<file path="src/pkg/relay_pkg.sv">
package relay_pkg;

  // ----------------------------------------------------------------------
  // Register map (byte addresses)
  // ----------------------------------------------------------------------
  localparam logic [7:0] cfg_off = 8'h00;
  localparam logic [7:0] alarm_thr_off = 8'h04;
  localparam logic [7:0] meas_off = 8'h08;
  localparam logic [7:0] cmd_off = 8'h0c;
  localparam logic [7:0] status_off = 8'h10;

  // ----------------------------------------------------------------------
  // Configuration field positions
  // ----------------------------------------------------------------------
  localparam int cfg_failsafe_bit = 0;
  localparam int cfg_mirror_bit = 1;
  localparam int cfg_inhibit_en_bit = 2;
  localparam int cfg_ack_inhibit_bit = 3;
  localparam int cfg_relay_ack_bit = 4;
  localparam int cfg_corr_flt_bit = 5;
  localparam int cfg_test_relay_bit = 6;
  localparam logic [6:0] cfg_reset = 7'h4d;

  // ----------------------------------------------------------------------
  // Command bits (self-clearing)
  // ----------------------------------------------------------------------
  localparam int cmd_ack_bit = 0;
  localparam int cmd_test_bit = 1;
  localparam int cmd_fault_bit = 2;
  localparam int cmd_fault_clr_bit = 3;

  // ----------------------------------------------------------------------
  // Hysteresis and timing
  // ----------------------------------------------------------------------
  localparam int hyst_percent = 20;
  localparam int clk_hz = 40_000_000;
  localparam int corr_pulse_s = 3;
  localparam int corr_pulse_cycles = corr_pulse_s * clk_hz;
  localparam int test_pulse_ms = 1;
  localparam int test_pulse_cycles = test_pulse_ms * (clk_hz / 1000);
  localparam logic [1:0] resp_okay = 2'b00;
  localparam logic [1:0] resp_slverr = 2'b10;

  typedef struct packed {
    logic insulation_alarm_relay;
    logic preventive_relay;
    logic corrected_fault;
  } relay_out_t;

endpackage : relay_pkg

</file>
<file path="src/rtl/safety_relay_output_logic.sv">
// The implementer's own choices: register access over AXI4-Lite and the register offsets.
`timescale 1ns/1ps

// Summary of operation
// - Mirror mode drives preventive relay as inverse of insulation alarm relay.
// - Deficiency or supply loss de-energizes both relays to the same level.
// - In mirror mode preventive alarm shows only on indicator and status.
// - Inhibition input, when enabled, raises an alarm whenever it is active; cfg_ack_inhibit_bit is not used.
// - Inhibition input off ignores that input; monitoring continues normally.
// - Normal: inhibition open, alarm contact closed, preventive contact open.
// - Mirror mode, alarm or inhibition: alarm contact open, preventive contact closed.
// - Optional corrected-fault pulse lasts 3 s after a fault clears.
// - No relay toggling on acknowledge or self-test when those options are off.
// - Alarm off at threshold +20 percent, on at -20 percent.
module safety_relay_output_logic #(
  parameter int corr_cycles = relay_pkg::corr_pulse_cycles,
  parameter int test_cycles = relay_pkg::test_pulse_cycles
) (
  input wire logic aclk,
  input wire logic aresetn,
  input wire logic [7:0] s_axi_awaddr,
  input wire logic s_axi_awvalid,
  output logic s_axi_awready,
  input wire logic [31:0] s_axi_wdata,
  input wire logic [3:0] s_axi_wstrb,
  input wire logic s_axi_wvalid,
  output logic s_axi_wready,
  output logic [1:0] s_axi_bresp,
  output logic s_axi_bvalid,
  input wire logic s_axi_bready,
  input wire logic [7:0] s_axi_araddr,
  input wire logic s_axi_arvalid,
  output logic s_axi_arready,
  output logic [31:0] s_axi_rdata,
  output logic [1:0] s_axi_rresp,
  output logic s_axi_rvalid,
  input wire logic s_axi_rready,
  input wire logic inhibit_pin,
  input wire logic supply_ok_pin,
  output relay_pkg::relay_out_t relays,
  output logic preventive_indicator
);

  // ----------------------------------------------------------------------
  // Pin synchronisers
  // ----------------------------------------------------------------------
  logic [1:0] inh_sync;
  logic [1:0] sup_sync;
  always_ff @(posedge aclk) begin
    if (!aresetn) begin
      inh_sync <= 2'b00;
      sup_sync <= 2'b00;
    end else begin
      inh_sync <= {inh_sync[0], inhibit_pin};
      sup_sync <= {sup_sync[0], supply_ok_pin};
    end
  end
  wire logic inhibit_in = inh_sync[1];
  wire logic supply_ok = sup_sync[1];

  // ----------------------------------------------------------------------
  // Register state
  // ----------------------------------------------------------------------
  logic [6:0] cfg, next_cfg;
  logic [31:0] alarm_thr, next_alarm_thr;
  logic [31:0] meas, next_meas;
  logic product_fault, next_product_fault;
  logic ack_pulse, next_ack_pulse;
  logic test_pulse, next_test_pulse;
  logic aw_held, next_aw_held;
  logic w_held, next_w_held;
  logic [7:0] aw_addr, next_aw_addr;
  logic [31:0] w_data, next_w_data;
  logic [3:0] w_strb, next_w_strb;
  logic bvalid, next_bvalid;
  logic [1:0] bresp, next_bresp;
  logic rvalid, next_rvalid;
  logic [31:0] rdata, next_rdata;
  logic [1:0] rresp, next_rresp;
  logic aw_open, next_aw_open;
  logic w_open, next_w_open;
  logic ar_open, next_ar_open;
  logic [31:0] status_word;

  function automatic logic [31:0] merge(input logic [31:0] old, input logic [31:0] data,
                                        input logic [3:0] strb);
    logic [31:0] res;
    res = old;
    for (int i = 0; i < 4; i++) begin
      if (strb[i]) begin
        res[8*i +: 8] = data[8*i +: 8];
      end
    end
    return res;
  endfunction : merge

  // ----------------------------------------------------------------------
  // AXI4-Lite slave
  // ----------------------------------------------------------------------
  always_comb begin
    logic [31:0] wr;
    wr = 32'h0000_0000;
    next_cfg = cfg;
    next_alarm_thr = alarm_thr;
    next_meas = meas;
    next_product_fault = product_fault;
    next_ack_pulse = 1'b0;
    next_test_pulse = 1'b0;
    next_aw_held = aw_held;
    next_w_held = w_held;
    next_aw_addr = aw_addr;
    next_w_data = w_data;
    next_w_strb = w_strb;
    next_bvalid = bvalid;
    next_bresp = bresp;
    next_rvalid = rvalid;
    next_rdata = rdata;
    next_rresp = rresp;
    if (s_axi_awvalid && !aw_held) begin
      next_aw_held = 1'b1;
      next_aw_addr = s_axi_awaddr;
    end
    if (s_axi_wvalid && !w_held) begin
      next_w_held = 1'b1;
      next_w_data = s_axi_wdata;
      next_w_strb = s_axi_wstrb;
    end
    if (bvalid && s_axi_bready) begin
      next_bvalid = 1'b0;
    end
    if (aw_held && w_held && !bvalid) begin
      next_aw_held = 1'b0;
      next_w_held = 1'b0;
      next_bvalid = 1'b1;
      next_bresp = relay_pkg::resp_okay;
      unique case (aw_addr)
        relay_pkg::cfg_off: begin
          wr = merge({25'h0, cfg}, w_data, w_strb);
          next_cfg = wr[6:0];
        end
        relay_pkg::alarm_thr_off: next_alarm_thr = merge(alarm_thr, w_data, w_strb);
        relay_pkg::meas_off: next_meas = merge(meas, w_data, w_strb);
        relay_pkg::cmd_off: begin
          wr = merge(32'h0000_0000, w_data, w_strb);
          next_ack_pulse = wr[relay_pkg::cmd_ack_bit];
          next_test_pulse = wr[relay_pkg::cmd_test_bit];
          if (wr[relay_pkg::cmd_fault_bit]) begin
            next_product_fault = 1'b1;
          end else if (wr[relay_pkg::cmd_fault_clr_bit]) begin
            next_product_fault = 1'b0;
          end
        end
        relay_pkg::status_off: ;
        default: next_bresp = relay_pkg::resp_slverr;
      endcase
    end
    if (rvalid && s_axi_rready) begin
      next_rvalid = 1'b0;
    end
    if (s_axi_arvalid && !rvalid) begin
      next_rvalid = 1'b1;
      next_rresp = relay_pkg::resp_okay;
      unique case (s_axi_araddr)
        relay_pkg::cfg_off: next_rdata = {25'h0, cfg};
        relay_pkg::alarm_thr_off: next_rdata = alarm_thr;
        relay_pkg::meas_off: next_rdata = meas;
        relay_pkg::cmd_off: next_rdata = 32'h0000_0000;
        relay_pkg::status_off: next_rdata = status_word;
        default: begin
          next_rdata = 32'h0000_0000;
          next_rresp = relay_pkg::resp_slverr;
        end
      endcase
    end
    // Ready flags are registered inverses of the next held state, so each port comes from a flip-flop.
    next_aw_open = !next_aw_held;
    next_w_open = !next_w_held;
    next_ar_open = !next_rvalid;
  end

  always_ff @(posedge aclk) begin
    if (!aresetn) begin
      cfg <= relay_pkg::cfg_reset;
      alarm_thr <= 32'h0000_0000;
      meas <= 32'hffff_ffff;
      product_fault <= 1'b0;
      ack_pulse <= 1'b0;
      test_pulse <= 1'b0;
      aw_held <= 1'b0;
      w_held <= 1'b0;
      aw_addr <= 8'h00;
      w_data <= 32'h0000_0000;
      w_strb <= 4'h0;
      bvalid <= 1'b0;
      bresp <= 2'b00;
      rvalid <= 1'b0;
      rdata <= 32'h0000_0000;
      rresp <= 2'b00;
      aw_open <= 1'b1;
      w_open <= 1'b1;
      ar_open <= 1'b1;
    end else begin
      cfg <= next_cfg;
      alarm_thr <= next_alarm_thr;
      meas <= next_meas;
      product_fault <= next_product_fault;
      ack_pulse <= next_ack_pulse;
      test_pulse <= next_test_pulse;
      aw_held <= next_aw_held;
      w_held <= next_w_held;
      aw_addr <= next_aw_addr;
      w_data <= next_w_data;
      w_strb <= next_w_strb;
      bvalid <= next_bvalid;
      bresp <= next_bresp;
      rvalid <= next_rvalid;
      rdata <= next_rdata;
      rresp <= next_rresp;
      aw_open <= next_aw_open;
      w_open <= next_w_open;
      ar_open <= next_ar_open;
    end
  end

  assign s_axi_awready = aw_open;
  assign s_axi_wready = w_open;
  assign s_axi_bvalid = bvalid;
  assign s_axi_bresp = bresp;
  assign s_axi_arready = ar_open;
  assign s_axi_rvalid = rvalid;
  assign s_axi_rdata = rdata;
  assign s_axi_rresp = rresp;

  // ----------------------------------------------------------------------
  // Alarm decision and relay drive
  // ----------------------------------------------------------------------
  logic ins_alarm, next_ins_alarm;
  logic prev_alarm, next_prev_alarm;
  logic [31:0] corr_cnt, next_corr_cnt;
  logic [31:0] test_cnt, next_test_cnt;
  logic toggle, next_toggle;
  relay_pkg::relay_out_t next_relays;
  logic next_prev_ind;
  logic inhibit_active;
  logic [39:0] meas_x100;
  logic [39:0] thr_hi;
  logic [39:0] thr_lo;

  always_comb begin
    logic alarm_any;
    alarm_any = 1'b0;
    meas_x100 = {8'h00, meas} * 40'd100;
    thr_hi = {8'h00, alarm_thr} * 40'(100 + relay_pkg::hyst_percent);
    thr_lo = {8'h00, alarm_thr} * 40'(100 - relay_pkg::hyst_percent);
    next_ins_alarm = ins_alarm;
    if (meas_x100 <= thr_lo) begin
      next_ins_alarm = 1'b1;
    end else if (meas_x100 >= thr_hi) begin
      next_ins_alarm = 1'b0;
    end
    // Preventive alarm uses only the upper threshold thr_hi, without hysteresis.
    next_prev_alarm = (meas_x100 < thr_hi);
    inhibit_active = cfg[relay_pkg::cfg_inhibit_en_bit] && inhibit_in;
    next_corr_cnt = corr_cnt;
    if (ins_alarm && !next_ins_alarm && cfg[relay_pkg::cfg_corr_flt_bit]) begin
      next_corr_cnt = 32'(corr_cycles);
    end else if (!cfg[relay_pkg::cfg_corr_flt_bit]) begin
      // Turning the option off also cuts a pulse that is under way.
      next_corr_cnt = 32'h0000_0000;
    end else if (corr_cnt != 32'h0000_0000) begin
      next_corr_cnt = corr_cnt - 32'h0000_0001;
    end
    next_test_cnt = test_cnt;
    next_toggle = 1'b0;
    if ((ack_pulse && cfg[relay_pkg::cfg_relay_ack_bit]) ||
        (test_pulse && cfg[relay_pkg::cfg_test_relay_bit])) begin
      next_test_cnt = 32'(test_cycles);
    end else if (test_cnt != 32'h0000_0000) begin
      next_test_cnt = test_cnt - 32'h0000_0001;
      next_toggle = 1'b1;
    end
    alarm_any = ins_alarm || inhibit_active || toggle;
    next_relays.corrected_fault = (corr_cnt != 32'h0000_0000);
    if (!supply_ok || product_fault) begin
      next_relays.insulation_alarm_relay = 1'b0;
      next_relays.preventive_relay = 1'b0;
    end else if (cfg[relay_pkg::cfg_mirror_bit]) begin
      next_relays.insulation_alarm_relay = !alarm_any;
      next_relays.preventive_relay = alarm_any;
    end else begin
      next_relays.insulation_alarm_relay = cfg[relay_pkg::cfg_failsafe_bit] ? !alarm_any : alarm_any;
      next_relays.preventive_relay = prev_alarm || toggle;
    end
    next_prev_ind = prev_alarm;
  end

  always_ff @(posedge aclk) begin
    if (!aresetn) begin
      ins_alarm <= 1'b0;
      prev_alarm <= 1'b0;
      corr_cnt <= 32'h0000_0000;
      test_cnt <= 32'h0000_0000;
      toggle <= 1'b0;
      relays <= '0;
      preventive_indicator <= 1'b0;
    end else begin
      ins_alarm <= next_ins_alarm;
      prev_alarm <= next_prev_alarm;
      corr_cnt <= next_corr_cnt;
      test_cnt <= next_test_cnt;
      toggle <= next_toggle;
      relays <= next_relays;
      preventive_indicator <= next_prev_ind;
    end
  end

  assign status_word = {26'h0, inhibit_active, product_fault, supply_ok, prev_alarm,
                        relays.preventive_relay, relays.insulation_alarm_relay};

endmodule : safety_relay_output_logic

</file>
<file path="config.mk">
export PLATFORM = sky130hd
export DESIGN_NAME = safety_relay_output_logic
export DESIGN_NICKNAME = d
export VERILOG_FILES = /design/src/pkg/relay_pkg.sv /design/src/rtl/safety_relay_output_logic.sv
export SDC_FILE = /design/constraint.sdc
export NUM_CORES = 1
export LEC_CHECK = 0
export BUFFER_PORTS_ARGS = -buffer_cell sky130_fd_sc_hd__buf_4
export CORE_MARGIN = 1.5
export CORE_UTILIZATION = 60
export CTS_CLUSTER_SIZE = 20
export DETAILED_ROUTE_END_ITERATION = 16
export PLACE_DENSITY = 0.79
export SLEW_MARGIN = 10
export SYNTH_ARGS = -nofsm -noshare
export SYNTH_HDL_FRONTEND = slang
export SYNTH_SLANG_ARGS = --single-unit
</file>
<file path="constraint.sdc">
create_clock -name aclk -period 6.98 [get_ports aclk]
set_input_delay 0.349 -clock aclk [delete_from_list [all_inputs] [get_ports aclk]]
set_output_delay 0.349 -clock aclk [all_outputs]
set_load 0.01 [all_outputs]
</file>
==> key figures <==
Clock tree
  – CTS Buf Count: 26
  – CTS sink count: between 200 and 250
  – Reg clk slew, reported paths: about 0.06 ns
  – Worst-Skew Late Latency: between 0.5 and 0.6 ns
  – Clock Tree Buf Depth: 3
  – H-tree depth: 1
  – CTS tree: done
  – Number of post-CTS setup repair buffers: 0
  – CTS Root Buffer Type: clkbuf_16

Synth
  – Post-Synth XOR/XNOR Area: between 5 and 6%
  – Post-synthesis sequential area ratio: around 24%
  – Fraction of registers with async set/reset: 0%
  – Synthesized area per cell: roughly 8.3 um2
  – Synth Instances: between 2000 and 2500
  – Mux contribution to synthesized area: under 10%
  – Share of the synthesized area in the top cell type: about a quarter
  – Post-Synth Simple-Gate Area: 18.5%
  – EDFF count, synth: 0
  – Area contributors post-synth: dfxtp_1 (24%), ha_1 (18%), fa_1 (9.2%)
  – Unique masters post-synth: 82
  – Synth Area in Compound Gates: about 17%
  – Cell Area, Synth: around 0.019 mm2
  – Largest family of logic cells by synthesized area: adder cells
  – Warnings from Yosys: 0
  – Synth Area in Adders: between 20% and 30%
  – Synthesized flop and latch total: 234
  – Top FF cell, synth: dfxtp_1
  – Yosys top cell by area: dfxtp_1

Min path
  – Hold EP: aw_addr[4]$_SDFFE_PN0P_
  – Hold depth: 3
  – Hold Crit Class: primary input to flop
  – Min-delay src: s_axi_awaddr[4]

GRT
  – Largest net degree at the start of global routing: 51
  – GRT overflow: 0
  – First-pass GRT wire length: 81800 um
  – GRT Total Usage: between 20% and 30%
  – Vias in the first global route: around 17000
  – Initial antenna violation count: 0

Pwr
  – PD cells: about 170 mW/mm2
  – P_leak: approximately 10 nW
  – Peak VDD IR: between 200 and 250 uV

Floorplan
  – Die extent in y: 182 um
  – Core Region: approximately 0.032 mm2
  – Row cnt: between 60 and 70
  – DIE WIDTH: approximately 180 um
  – Total die area: around 0.033 mm2
  – I/O Pins: 106
  – Initial cell density of the core: 61.0%

Setup path
  – Worst R2R Start: meas[3]$_SDFFE_PN1P_
  – Worst-path maximum fanout: 22
  – R2r worst-path depth: 22
  – Worst Path Arrival: approximately 7 ns
  – Crit path launch type: flop
  – Crit path launch: meas[3]$_SDFFE_PN1P_
  – R2r setup slk: 0.42 ns
  – WP data required: 7.45 ns
  – Crit end category: flop
  – Critical path class: flop to flop
  – Worst reg2reg endpoint: corr_cnt[6]$_SDFFE_PP0N_

Drt
  – Via/cell ratio: between 5 and 6
  – Routed Antenna Nets: 0
  – DRC: 0
  – Via count: roughly 17000
  – Total wire length: 49500 um
  – 1st-iter DRT viols: between 1000 and 1500
  – DR WL/cell: between 15 and 20 um
  – Detailed Routing Iterations Pass 1: 6

Layout
  – Commonest cells after routing, fill and taps aside: ha_1 (273), nand2_1 (268), inv_1 (234), dfxtp_1 (234), a21oi_1 (216)
  – Share of cells above drive strength 1: ~8.8%
  – Synth-to-Final Area Change: 11.1%
  – Final #Nets: approximately 2800
  – ANT cells: 0
  – Commonest non-fill, non-tap cell in the layout: ha_1
  – Filler Cell Count: ~2500

STA
  – Slew margin rel.: between 20 and 25%
  – Fmax: between 0.15 and 0.2 GHz
  – Setup violations, final: 0
  – RSZ-0062 raised after global routing: no
  – Final slew viol count: 0
  – Minimum clock period: around 6.6 ns
  – Hold Fails Final Rpt: 0
  – Setup TNS Final: 0 ns
  – Clk_skew: around 0.022 ns
  – Worst hold slack: between 0.04 and 0.05 ns
  – Slew @ Worst Pin: between 1 and 1.5 ns
  – Final period util: roughly 94%

Placement
  – PortBufs: 103
  – Post-DP HPWL: around 39000 um
  – Placer Congestion: slightly above 0.9

Flow run
  – Max-Cap Viols: 0

Run status
  – Outcome: finished clean
-- worst max-delay path: stages, from the launching register on --
cell	delay, ns
dfxtp_1	0.43
ha_1	0.28
ha_1	0.32
fa_1	0.47
ha_1	0.38
o21ai_0	0.23
o21ai_0	0.19
a21oi_1	0.22
o31ai_1	0.11
buf_4	0.16
a2111oi_0	0.78
o31ai_1	0.21
a41oi_1	0.28
xnor2_1	0.24
ha_1	0.31
nand4_1	0.14
or2_2	0.15
nor4_1	0.05
or4_1	0.56
a211oi_1	0.39
o41ai_2	0.14
buf_4	0.24
nor3_1	0.19
-- per-stage QoR --
step	cell area [um2]	setup slack [ns]	util [%]	cells	power (mW)
floorplan	19300	0.999	-	2333	2.08
global placement	20500	0.754	64.7	2788	2.21
detailed placement	20500	0.518	64.7	2788	2.24
CTS	21400	0.512	67.7	2836	3.74
global route	21400	0.0169	67.8	2837	3.91
finish	21400	0.423	67.8	2837	3.73
-- worst max path at each step --
stage | end | depth (start not counted)
2_1_floorplan | corr_cnt[12]$_SDFFE_PP0N_ | 22
3_3_place_gp | corr_cnt[6]$_SDFFE_PP0N_ | 21
3_5_place_dp | corr_cnt[6]$_SDFFE_PP0N_ | 21
4_1_cts | corr_cnt[6]$_SDFFE_PP0N_ | 21
5_1_grt | corr_cnt[6]$_SDFFE_PP0N_ | 22
6_report | corr_cnt[6]$_SDFFE_PP0N_ | 22
-- Yosys cell counts, types with 10 or more instances --
master,number
ha_1,273
or3_1,10
or2_2,10
a22oi_1,31
nor3_1,34
nor4_1,22
nand4_1,21
a211oi_1,14
inv_1,234
xnor2_1,63
dfxtp_1,234
clkbuf_1,63
mux2i_1,17
nor2_1,202
a21o_1,67
o21ai_0,67
and3_1,15
o211ai_1,29
a31oi_1,13
o21bai_1,11
or4_1,17
o21a_1,16
nand2b_1,28
a21oi_1,216
fa_1,89
nand2_1,268
nand3_1,42
nor2b_1,20
xor2_1,62
and2_1,22
-- where the power goes --
| group | total (mW) | switching [mW] | internal (mW) |
|---|---|---|---|
| sequential | 1.51 | 0.0788 | 1.43 |
| clock | 1.50 | 0.590 | 0.905 |
| combinational | 0.722 | 0.408 | 0.314 |
| total | 3.73 | 1.08 | 2.65 |
-- sequential cells by signal, indices dropped and copies added, names as in the netlist, 2 cells and up --
| name | count |
|---|---|
| w_data | 32 |
| s_axi_rdata | 32 |
| corr_cnt | 32 |
| alarm_thr | 32 |
| aw_addr | 8 |
| cfg | 7 |
| w_strb | 4 |
| relays | 3 |
| inh_sync | 2 |
| sup_sync | 2 |
| test_cnt | 32 |
| meas | 32 |
-- layout make-up --
type	count	area [um2]	share of cell area [%]
Clock buffer	31	699	3.26
Clock inverter	16	233	1.09
Inverter	235	883	4.12
Multi-Input combinational cell	1793	13500	62.9
Sequential cell	234	4680	21.9
Timing Repair Buffer	126	951	4.44
Tap cell	402	503	2.35
-- routing by layer --
metal	GRT usage (%)	wire, um
met3	4.55	3550
met1	41.6	22700
met4	6.31	826
met2	49.1	22500
met5	0	0
-- timing repair --
item	in CTS	in global routing
hold endpoints to repair	1	1
endpoints found under the setup margin	0	3
hold buffers	1	1
gates resized for setup	0	1
-- logic make-up after synthesis --
kind of cell	Yosys count
adder cells (fa/ha/maj)	362
AND/OR/NAND/NOR	750
buffers and inverters	306
AO/OA/AOI/OAI	530
flip-flops	234
multiplexers	24
other	1
XOR/XNOR	125
(Power assumes the default switching activity.)
